## config.mk

```make
export PLATFORM = sky130hd
export DESIGN_NAME = rgbl_led_pwm
export DESIGN_NICKNAME = d
export VERILOG_FILES = /design/src/rgbl_pkg.sv /design/src/rgbl_ch_if.sv /design/src/rgbl_channel.sv /design/src/rgbl_led_pwm.sv
export SDC_FILE = /design/constraint.sdc
export NUM_CORES = 1
export LEC_CHECK = 0
export BUFFER_PORTS_ARGS = -buffer_cell sky130_fd_sc_hd__buf_2
export CORE_MARGIN = 4
export CORE_UTILIZATION = 46
export DETAILED_ROUTE_END_ITERATION = 6
export PLACE_DENSITY = 0.68
export SYNTH_ARGS = -nofsm -noshare
export SYNTH_HDL_FRONTEND = slang
export SYNTH_SLANG_ARGS = --single-unit
export TNS_END_PERCENT = 10
```

## constraint.sdc

```tcl
create_clock -name clk -period 8.3 [get_ports clk]
set_input_delay 1.66 -clock clk [delete_from_list [all_inputs] [get_ports clk]]
set_output_delay 1.66 -clock clk [all_outputs]
set_load 0.005 [all_outputs]
```

## src/rgbl_pkg.sv

```systemverilog
// Purpose: Shared constants for the signaling LED PWM block
// Assumes: 20 MHz clk, 32 kHz time base derived from it by a divider
// Notes: Also holds the behavioural summary of the block
//
// What this block does
// - Blink field bits 1:0: 0 none, 1 is 1.0 s, 2 is 4.0 s, 3 is 8.0 s.
// - Duty field bits 7:2 sets on time code/32; 0x20 continuous, above undefined.
// - Six channel registers at 0x1D6..0x1DB, order R1 G1 B1 R2 G2 B2, reset 0xFC.
// - Ramp enable register 0x1DC, bit per channel 0..5, bits 7:6 reserved, reset 0x00.
// - Ramp enabled: duty steps 1/32 every 1/64 s to target; else immediate.
// - Channel PWM waveforms staggered by one 32 kHz period each.
// - Nonzero blink field makes channel ignore its duty and ramp settings.
// - While blinking, channel is on 0.5 s of each blink period.
package rgbl_pkg;
   // ==========================================================
   // Register map
   localparam int NUM_CH = 6;
   localparam logic [9:0] RED1_LED_CONTROL_ADDR = 10'h1D6;
   localparam logic [9:0] GREEN1_LED_CONTROL_ADDR = 10'h1D7;
   localparam logic [9:0] BLUE1_LED_CONTROL_ADDR = 10'h1D8;
   localparam logic [9:0] RED2_LED_CONTROL_ADDR = 10'h1D9;
   localparam logic [9:0] GREEN2_LED_CONTROL_ADDR = 10'h1DA;
   localparam logic [9:0] BLUE2_LED_CONTROL_ADDR = 10'h1DB;
   localparam logic [9:0] LED_RAMP_ENABLES_ADDR = 10'h1DC;
   localparam logic [7:0] LED_CONTROL_RESET = 8'hFC;
   localparam logic [7:0] LED_RAMP_ENABLES_RESET = 8'h00;
   localparam logic [7:0] RAMP_ENABLES_MASK = 8'h3F;

   // ==========================================================
   // Field layout
   localparam int BLINK_LSB = 0;
   localparam int BLINK_MSB = 1;
   localparam int DUTY_LSB = 2;
   localparam int DUTY_MSB = 7;
   localparam logic [1:0] BLINK_NONE = 2'h0;
   localparam logic [1:0] BLINK_1S = 2'h1;
   localparam logic [1:0] BLINK_4S = 2'h2;
   localparam logic [1:0] BLINK_8S = 2'h3;

   // ==========================================================
   // Timing
   localparam int CLK_HZ = 20_000_000;
   localparam int SLOW_HZ = 32_768;
   // Slightly short tick, as the divider rounds down
   localparam int SLOW_TICK_CYCLES = CLK_HZ / SLOW_HZ;
   localparam int PHASE_W = 18;
   localparam int PWM_STEPS = 32;
   localparam int RAMP_STEP_HZ = 64;
   localparam int RAMP_STEP_TICKS = SLOW_HZ / RAMP_STEP_HZ;
   localparam real BLINK_ON_S = 0.5;
   localparam int BLINK_ON_TICKS = 16_384;    // 0.5 s of 32 kHz ticks
   localparam int BLINK_1S_TICKS = SLOW_HZ * 1;
   localparam int BLINK_4S_TICKS = SLOW_HZ * 4;
   localparam int BLINK_8S_TICKS = SLOW_HZ * 8;
endpackage : rgbl_pkg

```

## src/rgbl_ch_if.sv

```systemverilog
// Purpose: Bundle between the register top and one PWM channel
// Assumes: rgbl_pkg compiled first
// Notes: One instance per channel
interface rgbl_ch_if;
   import rgbl_pkg::*;
   logic [7:0] ctrl;                   // Channel control register
   logic ramp_en;                      // Ramp enable for this channel
   logic ramp_step;                    // One-cycle 1/64 s step strobe
   logic [PHASE_W-1:0] phase;          // Staggered time base for this channel
   logic sink_on;                      // Registered sink drive
   modport top (output ctrl, output ramp_en, output ramp_step, output phase,
                input sink_on);
   modport ch (input ctrl, input ramp_en, input ramp_step, input phase,
               output sink_on);
endinterface : rgbl_ch_if

```

## src/rgbl_channel.sv

```systemverilog
// Purpose: One signaling LED channel: PWM, ramp and blink
// Assumes: ramp_step is a single-cycle strobe from the top
// Notes: Codes above 0x20 act as continuous on
module rgbl_channel
   import rgbl_pkg::*;
(
   input wire logic clk,               // 20 MHz clock
   input wire logic nrst,              // Synchronous reset, active low
   rgbl_ch_if.ch chi                   // Control and time base
);
   logic [1:0] blink_rate_field;
   logic [5:0] duty_code_field;
   logic [5:0] duty_reg;
   logic sink_reg;
   logic [PHASE_W-1:0] blink_pos;
   logic blink_on;

   // ==========================================================
   // Field split
   assign blink_rate_field = chi.ctrl[BLINK_MSB:BLINK_LSB];
   assign duty_code_field = chi.ctrl[DUTY_MSB:DUTY_LSB];

   // Position inside the blink period, periods are powers of two
   always_comb begin
      case (blink_rate_field)
         BLINK_1S: blink_pos = chi.phase & PHASE_W'(BLINK_1S_TICKS - 1);
         BLINK_4S: blink_pos = chi.phase & PHASE_W'(BLINK_4S_TICKS - 1);
         default: blink_pos = chi.phase & PHASE_W'(BLINK_8S_TICKS - 1);
      endcase
   end
   assign blink_on = (blink_pos < PHASE_W'(BLINK_ON_TICKS));

   // ==========================================================
   // Duty in effect: ramps one step per strobe, or follows at once
   always_ff @(posedge clk) begin
      if (!nrst) begin
         duty_reg <= LED_CONTROL_RESET[DUTY_MSB:DUTY_LSB];
      end else if (blink_rate_field != BLINK_NONE || !chi.ramp_en) begin
         duty_reg <= duty_code_field;
      end else if (chi.ramp_step) begin
         if (duty_reg < duty_code_field) begin
            duty_reg <= duty_reg + 6'h01;
         end else if (duty_reg > duty_code_field) begin
            duty_reg <= duty_reg - 6'h01;
         end
      end
   end

   // ==========================================================
   // Sink drive, updated on every clock so a blink change shows at once
   always_ff @(posedge clk) begin
      if (!nrst) begin
         sink_reg <= 1'b0;
      end else if (blink_rate_field != BLINK_NONE) begin
         sink_reg <= blink_on;
      end else begin
         // Low five phase bits are the 32-step count
         sink_reg <= ({1'b0, chi.phase[4:0]} < duty_reg);
      end
   end

   assign chi.sink_on = sink_reg;
endmodule // rgbl_channel

```

## src/rgbl_led_pwm.sv

```systemverilog
// Purpose: Six-channel signaling LED PWM controller with register port
// Assumes: Register port is the decoded side of the serial interface
// Notes: Registers sit at their printed addresses; read data is registered
module rgbl_led_pwm
   import rgbl_pkg::*;
#(
   parameter int TICK_CYCLES = SLOW_TICK_CYCLES // Clocks per 32 kHz tick
)
(
   input wire logic clk,               // 20 MHz clock
   input wire logic nrst,              // Synchronous reset, active low
   input wire logic [9:0] reg_addr,    // Register address
   input wire logic [7:0] reg_wdata,   // Write data
   input wire logic reg_wr,            // Write strobe, one cycle
   input wire logic reg_rd,            // Read strobe, one cycle
   output logic [7:0] reg_rdata,       // Read data, held until next read
   output logic red_bank1_sink,        // Red bank 1 sink on
   output logic green_bank1_sink,      // Green bank 1 sink on
   output logic blue_bank1_sink,       // Blue bank 1 sink on
   output logic red_bank2_sink,        // Red bank 2 sink on
   output logic green_bank2_sink,      // Green bank 2 sink on
   output logic blue_bank2_sink        // Blue bank 2 sink on
);
   localparam int DIV_W = $clog2(TICK_CYCLES + 1);

   logic [7:0] ctrl_reg [NUM_CH];
   logic [7:0] ramp_reg;
   logic [DIV_W-1:0] div_reg;
   logic tick_reg;
   logic [PHASE_W-1:0] slow_reg;
   logic step_reg;
   logic [NUM_CH-1:0] sink_vec;
   logic [NUM_CH-1:0] sink_reg;

   // ==========================================================
   // 32 kHz tick from the 20 MHz clock
   always_ff @(posedge clk) begin
      if (!nrst) begin
         div_reg <= '0;
         tick_reg <= 1'b0;
      end else if (div_reg == DIV_W'(TICK_CYCLES - 1)) begin
         div_reg <= '0;
         tick_reg <= 1'b1;
      end else begin
         div_reg <= div_reg + DIV_W'(1);
         tick_reg <= 1'b0;
      end
   end

   // Shared slow time base; one counter keeps all channels locked
   always_ff @(posedge clk) begin
      if (!nrst) begin
         slow_reg <= '0;
      end else if (tick_reg) begin
         slow_reg <= slow_reg + PHASE_W'(1);
      end
   end

   // Ramp strobe once every 1/64 s
   always_ff @(posedge clk) begin
      if (!nrst) begin
         step_reg <= 1'b0;
      end else begin
         step_reg <= tick_reg && (slow_reg[8:0] == 9'(RAMP_STEP_TICKS - 1));
      end
   end

   // ==========================================================
   // Register writes
   always_ff @(posedge clk) begin
      if (!nrst) begin
         for (int i = 0; i < NUM_CH; i++) begin
            ctrl_reg[i] <= LED_CONTROL_RESET;
         end
         ramp_reg <= LED_RAMP_ENABLES_RESET;
      end else if (reg_wr) begin
         if (reg_addr >= RED1_LED_CONTROL_ADDR && reg_addr <= BLUE2_LED_CONTROL_ADDR) begin
            ctrl_reg[3'(reg_addr - RED1_LED_CONTROL_ADDR)] <= reg_wdata;
         end else if (reg_addr == LED_RAMP_ENABLES_ADDR) begin
            ramp_reg <= reg_wdata & RAMP_ENABLES_MASK;
         end
      end
   end

   // Register reads; unmapped addresses return zero
   always_ff @(posedge clk) begin
      if (!nrst) begin
         reg_rdata <= 8'h00;
      end else if (reg_rd) begin
         if (reg_addr >= RED1_LED_CONTROL_ADDR && reg_addr <= BLUE2_LED_CONTROL_ADDR) begin
            reg_rdata <= ctrl_reg[3'(reg_addr - RED1_LED_CONTROL_ADDR)];
         end else if (reg_addr == LED_RAMP_ENABLES_ADDR) begin
            reg_rdata <= ramp_reg;
         end else begin
            reg_rdata <= 8'h00;
         end
      end
   end

   // ==========================================================
   // Channels, each time base delayed by its index in ticks
   generate
      for (genvar g = 0; g < NUM_CH; g++) begin : g_ch
         rgbl_ch_if chi ();
         assign chi.ctrl = ctrl_reg[g];
         assign chi.ramp_en = ramp_reg[g];
         assign chi.ramp_step = step_reg;
         assign chi.phase = slow_reg - PHASE_W'(g);
         assign sink_vec[g] = chi.sink_on;
         rgbl_channel u_ch (
            .clk(clk),
            .nrst(nrst),
            .chi(chi)
         );
      end
   endgenerate

   // Output flops; adds one clock of latency, keeps pins glitch free
   always_ff @(posedge clk) begin
      if (!nrst) begin
         sink_reg <= '0;
      end else begin
         sink_reg <= sink_vec;
      end
   end

   assign red_bank1_sink = sink_reg[0];
   assign green_bank1_sink = sink_reg[1];
   assign blue_bank1_sink = sink_reg[2];
   assign red_bank2_sink = sink_reg[3];
   assign green_bank2_sink = sink_reg[4];
   assign blue_bank2_sink = sink_reg[5];
endmodule // rgbl_led_pwm

```

# Word level (Yosys, flattened, before mapping)
# Memory sizes are Yosys's and may differ from the RTL's.
# Index checks and enable logic that the tools add are counted.
[classes] n_addsub=20 n_lt_le_gt_ge=26 eq_ne=15 muxes=47 bitwise=2 n_reduce_logical=41
[op_table] operator="18-bit case mux with 2 select lines" n=6
[op_table] operator="6-bit two-way mux" n=25
[op_table] operator="18-bit by 15-bit < comparator with 1-bit output (second input constant)" n=6
[op_table] operator="6-bit by 1-bit adder with 6-bit output (second input constant)" n=6
[op_table] operator="6-bit greater-than comparator" n=6
[op_table] operator="5-bit by 6-bit < comparator with 1-bit output" n=6
[op_table] operator="6-bit < comparator" n=6
[op_table] operator="18-bit by 2-bit subtractor with 18-bit output (second input constant)" n=2
[op_table] operator="18-bit by 3-bit subtractor with 18-bit output (second input constant)" n=2
[op_table] operator="6-bit by 1-bit subtractor with 6-bit output (second input constant)" n=6
[op_table] operator="2-bit nonzero test" n=12
[op_table] operator="18-bit by 1-bit adder with 18-bit output (second input constant)" n=1
[op_table] operator="3-bit nonzero test" n=6
[op_table] operator="18-bit by 1-bit subtractor with 18-bit output (second input constant)" n=1
[op_table] operator="8-bit two-way mux" n=2
[op_table] operator="1-bit two-way mux" n=13
[op_table] operator="2-bit by 1-bit equality test with 1-bit output (second input constant)" n=6
[op_table] operator="2-bit equality test (second input constant)" n=6
[op_table] operator="2-bit AND reduction" n=6
[op_table] operator="10-bit by 1-bit adder with 10-bit output (second input constant)" n=1
[op_table] operator="10-bit equality test (second input constant)" n=1
[op_table] operator="10-bit by 9-bit equality test with 1-bit output (second input constant)" n=1
[op_table] operator="10-bit by 9-bit >= comparator with 1-bit output (second input constant)" n=1
[op_table] operator="10-bit by 9-bit <= comparator with 1-bit output (second input constant)" n=1
[op_table] operator="other kinds (10)" n=22
[word_totals] reg_bits=92 ram_bits=48 in_bits=22 elab_cells=171 memories=1
[mem_list] name="ctrl_reg" depth=6 word_bits=8 rd=7 rd_clocked_by_memory_dff=0 write_ports=6 line_no="rgbl_led_pwm.sv:26" source="logic [7:0] ctrl_reg [NUM_CH];"

# Logic depth before layout (Yosys ltp)
[depth] depth_word=8 depth_mapped=12 mapped_depth_nobuf=12

# Hierarchy
# Synthesis repeated with hierarchy kept, for this count alone.
[unflattened] hier_cells=1205 area_unflattened_um2=10845.4
[by_module_without_submodules] module="rgbl_led_pwm" n_inst=1 cells_each=617 area_per_inst_um2=5965.7
[by_module_without_submodules] module="rgbl_channel" n_inst=6 cells_each=98 area_per_inst_um2=813.3

# Least setup slack after synthesis
# OpenSTA, ideal clock, no wires.
[synth_timing] path_type="input-to-reg" startpoint="in reg_addr[9]" endpoint="mem ctrl_reg[0][0] (enable)" t_arrival_ns=3.342 path_slack_ns=4.574 stages=5 cell_sequence="and4b_1 o211ai_1 or3_1 clkbuf_1 o21ai_0"
[synth_rtl] item="from (decl)" line_no="rgbl_led_pwm.sv:12" source="input wire logic [9:0] reg_addr,"
[synth_rtl] item="to (decl)" line_no="rgbl_led_pwm.sv:26"

==> flow_summary.ini <==
[outcome]
run_status = completed

[min_path]
timing.hold.worst_path_depth = 1
worstHoldPathType = register to register

[clock_network]
insertion_delay_ns = 0.44
post_cts_hold_buffer_count = 0
clock-sinks = 150
cts-root-buf = clkbuf_16
htreeDepth = 4
cts.reportedPaths.clkPinSlew_ns = 0.07
cts-resized-gates = 0
tritoncts = yes
numCtsBuffers = 17
cts_max_path_buffers = 2
post-cts-setup-buffers = 0

[drt]
dr_wl_met3_um = 1282
viasPerCell = 5.687
drt_pass1_iterations = 5
postRouteAntennaNets = 0
route.layer.met1.wl_um = 11270
routed-wl-met2_um = 11310
detailroute.via_count = 7854
detail_route.wl_per_cell_um = 17.78
drcViolationCount = 0
routed_wl_um = 24550
drt_first_iter_violations = 660
topRoutingLayerUsed = met4

[logic_synthesis]
edff_count_synth = 58
synth.cell_area_sq_um = 9948
async_flop_share = 0
post_synthesis_cell_count = 1070
dominantRegCellSynth = dfxtp_1
synthDistinctLibCells = 64
synthesis.yosys.warnings = 0
ys_seq_area_frac = 0.3602
yosys_register_bits = 150
syn-mean-instance-area_sq_um = 9.297

[layout]
final_layout_size_suffix_gt1_frac = 0.08680
antenna-diode-count = 0
most-common-layout-cells = ha_1 (109), inv_1 (95), dfxtp_1 (92), nand2_1 (75), nor2_1 (66)
nNetsFinal = 1230
final_common_cell = ha_1
flow.area_growth_from_synthesis_pct = 10.02
layout.core_utilization = 0.5174
largest_register_ff_count = 58

[global_route]
globalRouteTotalUtil = 0.2101
grt_first_pass_wirelength_um = 40170
grt_pass1_vias = 7525
number_of_antenna_violations_at_the_first_check_in_global_routing = 0
grt_start_max_net_pins = 46
overflow = 0

[placed_design]
dpl.hpwl_um = 18230
place_congestion = 0.8914
port_buffers = 35

[sta]
post-route-min-period_ns = 4.138
report.final.hold_viol_count = 0
timing_max_transition_violations_final = 0
max_slew_margin = 0.2202
tns_ns = 0
setup-violations-final = 0
post-route-period-util = 0.4985
max_freq_ghz = 0.2417
rsz_0062_raised_after_global_routing = no
skew_ns = 0.01188
tightestPinTransition_ns = 1.157

[pwr]
leakagePower_nw = 4.795
power_frac_comb = 0.139
intPower_w = 0.001372
power.switching_fraction = 0.2857
pwr-share-clk = 0.431
cellPowerDensity_nw_per_um2 = 175.4
seq_power_share = 0.430
power.switching_w = 0.0005487
ir_worst_vdd_uv = 134.7

[setup_path]
cell_breakdown_of_the_critical_path = buf_2 -> nand2_1 -> or3_1 -> o21ai_0
crit_family = compound AO/OA/AOI/OAI gates
timing_worst_setup_path_type = primary input to register
crit_buf_inv = 1
path_max_fanout = 43
slowest_delay_ns = 0.97
worst_path_max_delay_cell = o21ai_0
regToRegSetupSlack_ns = 5.10
timing.reg2reg.worst_path_depth = 12
critPathCaptureType = register
signal_arrival_time_at_the_worst_endpoint_ns = 4.19
worst_ep_required_time_ns = 8.35
worstSetupStartpointType = primary input
worstSetupPathDepth = 4

[run]
drv_cap = 0

[floorplanning]
dieArea_sq_um = 24040
core_sq_um = 21150
floorplan.die.height_um = 155.1
dieWidth_um = 155.1
initial_core_utilization = 0.4703
site_rows = 53
io-pin-count = 36
[per-layer routing]
layer,up-vias,track usage
li1,3870,-
met1,3710,0.2884
met2,228,0.3359
met3,46,0.03421
met4,0,0.07611
met5,-,0
[path summary, 6_finish.rpt]
path                                 start                       end
setup / recovery                      nrst            ctrl_reg[0][6]
hold / removal    g_ch[0].u_ch.chi.sink_on               sink_reg[0]
setup reg to reg            ctrl_reg[5][3]  g_ch[5].u_ch.duty_reg[5]
hold reg to reg   g_ch[0].u_ch.chi.sink_on               sink_reg[0]
[worst reg2reg max path, stage by stage (launching register included)]
cell	delay (ns)
edfxtp_1	0.51
inv_1	0.08
ha_1	0.30
nor2b_1	0.17
nor2_1	0.06
o21bai_1	0.48
ha_1	0.35
a211oi_1	0.31
o21bai_1	0.11
a21oi_1	0.19
xor2_1	0.12
nor4_1	0.32
a211oi_1	0.07
[per-stage QoR]
stage	total power, W	std cells	worst slack (ns)	instance area [sq um]	hold WS, ns
after floorplan	0.001033	1079	4.574	9982	0.4119
after global placement	0.001099	1349	3.906	10310	0.4288
after detailed placement	0.001104	1349	3.695	10310	0.4338
after CTS	0.001929	1381	4.181	10950	0.4499
after global routing	0.002009	1381	3.926	10950	0.4661
final	0.001920	1381	4.162	10950	0.4431
[Yosys cell counts, types with 11 or more instances]
cell,instances,area (sq um)
a211oi_1,30,225.2
a21o_1,13,97.59
a21oi_1,54,270.3
and2_1,19,118.9
clkbuf_1,24,90.09
dfxtp_1,92,1842
edfxtp_1,58,1742
ha_1,109,1364
inv_1,95,356.6
mux2i_1,26,260.3
nand2_1,75,281.5
nand2b_1,19,118.9
nand3_1,27,135.1
nand4_1,14,87.58
nor2_1,66,247.7
nor2b_1,14,87.58
nor3_1,20,100.1
nor4_1,11,68.82
o211ai_1,27,202.7
o21ai_0,47,235.2
o21bai_1,20,150.1
or2_2,12,75.07
or3_1,16,100.1
xnor2_1,44,385.4
xor2_1,29,254.0
[cell families (layout without fill, tap and decap cells)]
family,Yosys count,in the layout,share of synthesized area
AOI/OAI and AO/OA,244,244,0.1659
xor gates and xnor gates,73,73,0.06427
adders and majority gates,115,115,0.1492
buffers and inverters,140,167,0.05861
DFF,150,150,0.3602
muxes,31,31,0.03748
other,1,10,0.0003769
and+or+nand+nor,316,316,0.1640
[area by class of cell]
type	instances	area, sq um
clock buffer	17	425.4
clock inverter	15	209.0
fill	1912	10210
inverter	97	364.1
multi-input combinational	789	5822
sequential	150	3583
tap	275	344.1
timing repair buffer	38	197.7
[power groups by stage]
stage / Combinational (W) / Clock (W) / Sequential (W)
global placement: 0.000257 / 0 / 0.000842
finish: 0.000266 / 0.000828 / 0.000826
global route: 0.000307 / 0.000874 / 0.000829
floorplan: 0.000207 / 0 / 0.000826
detailed placement: 0.000262 / 0 / 0.000842
CTS: 0.000266 / 0.000838 / 0.000825
(Power assumes the default switching activity.)
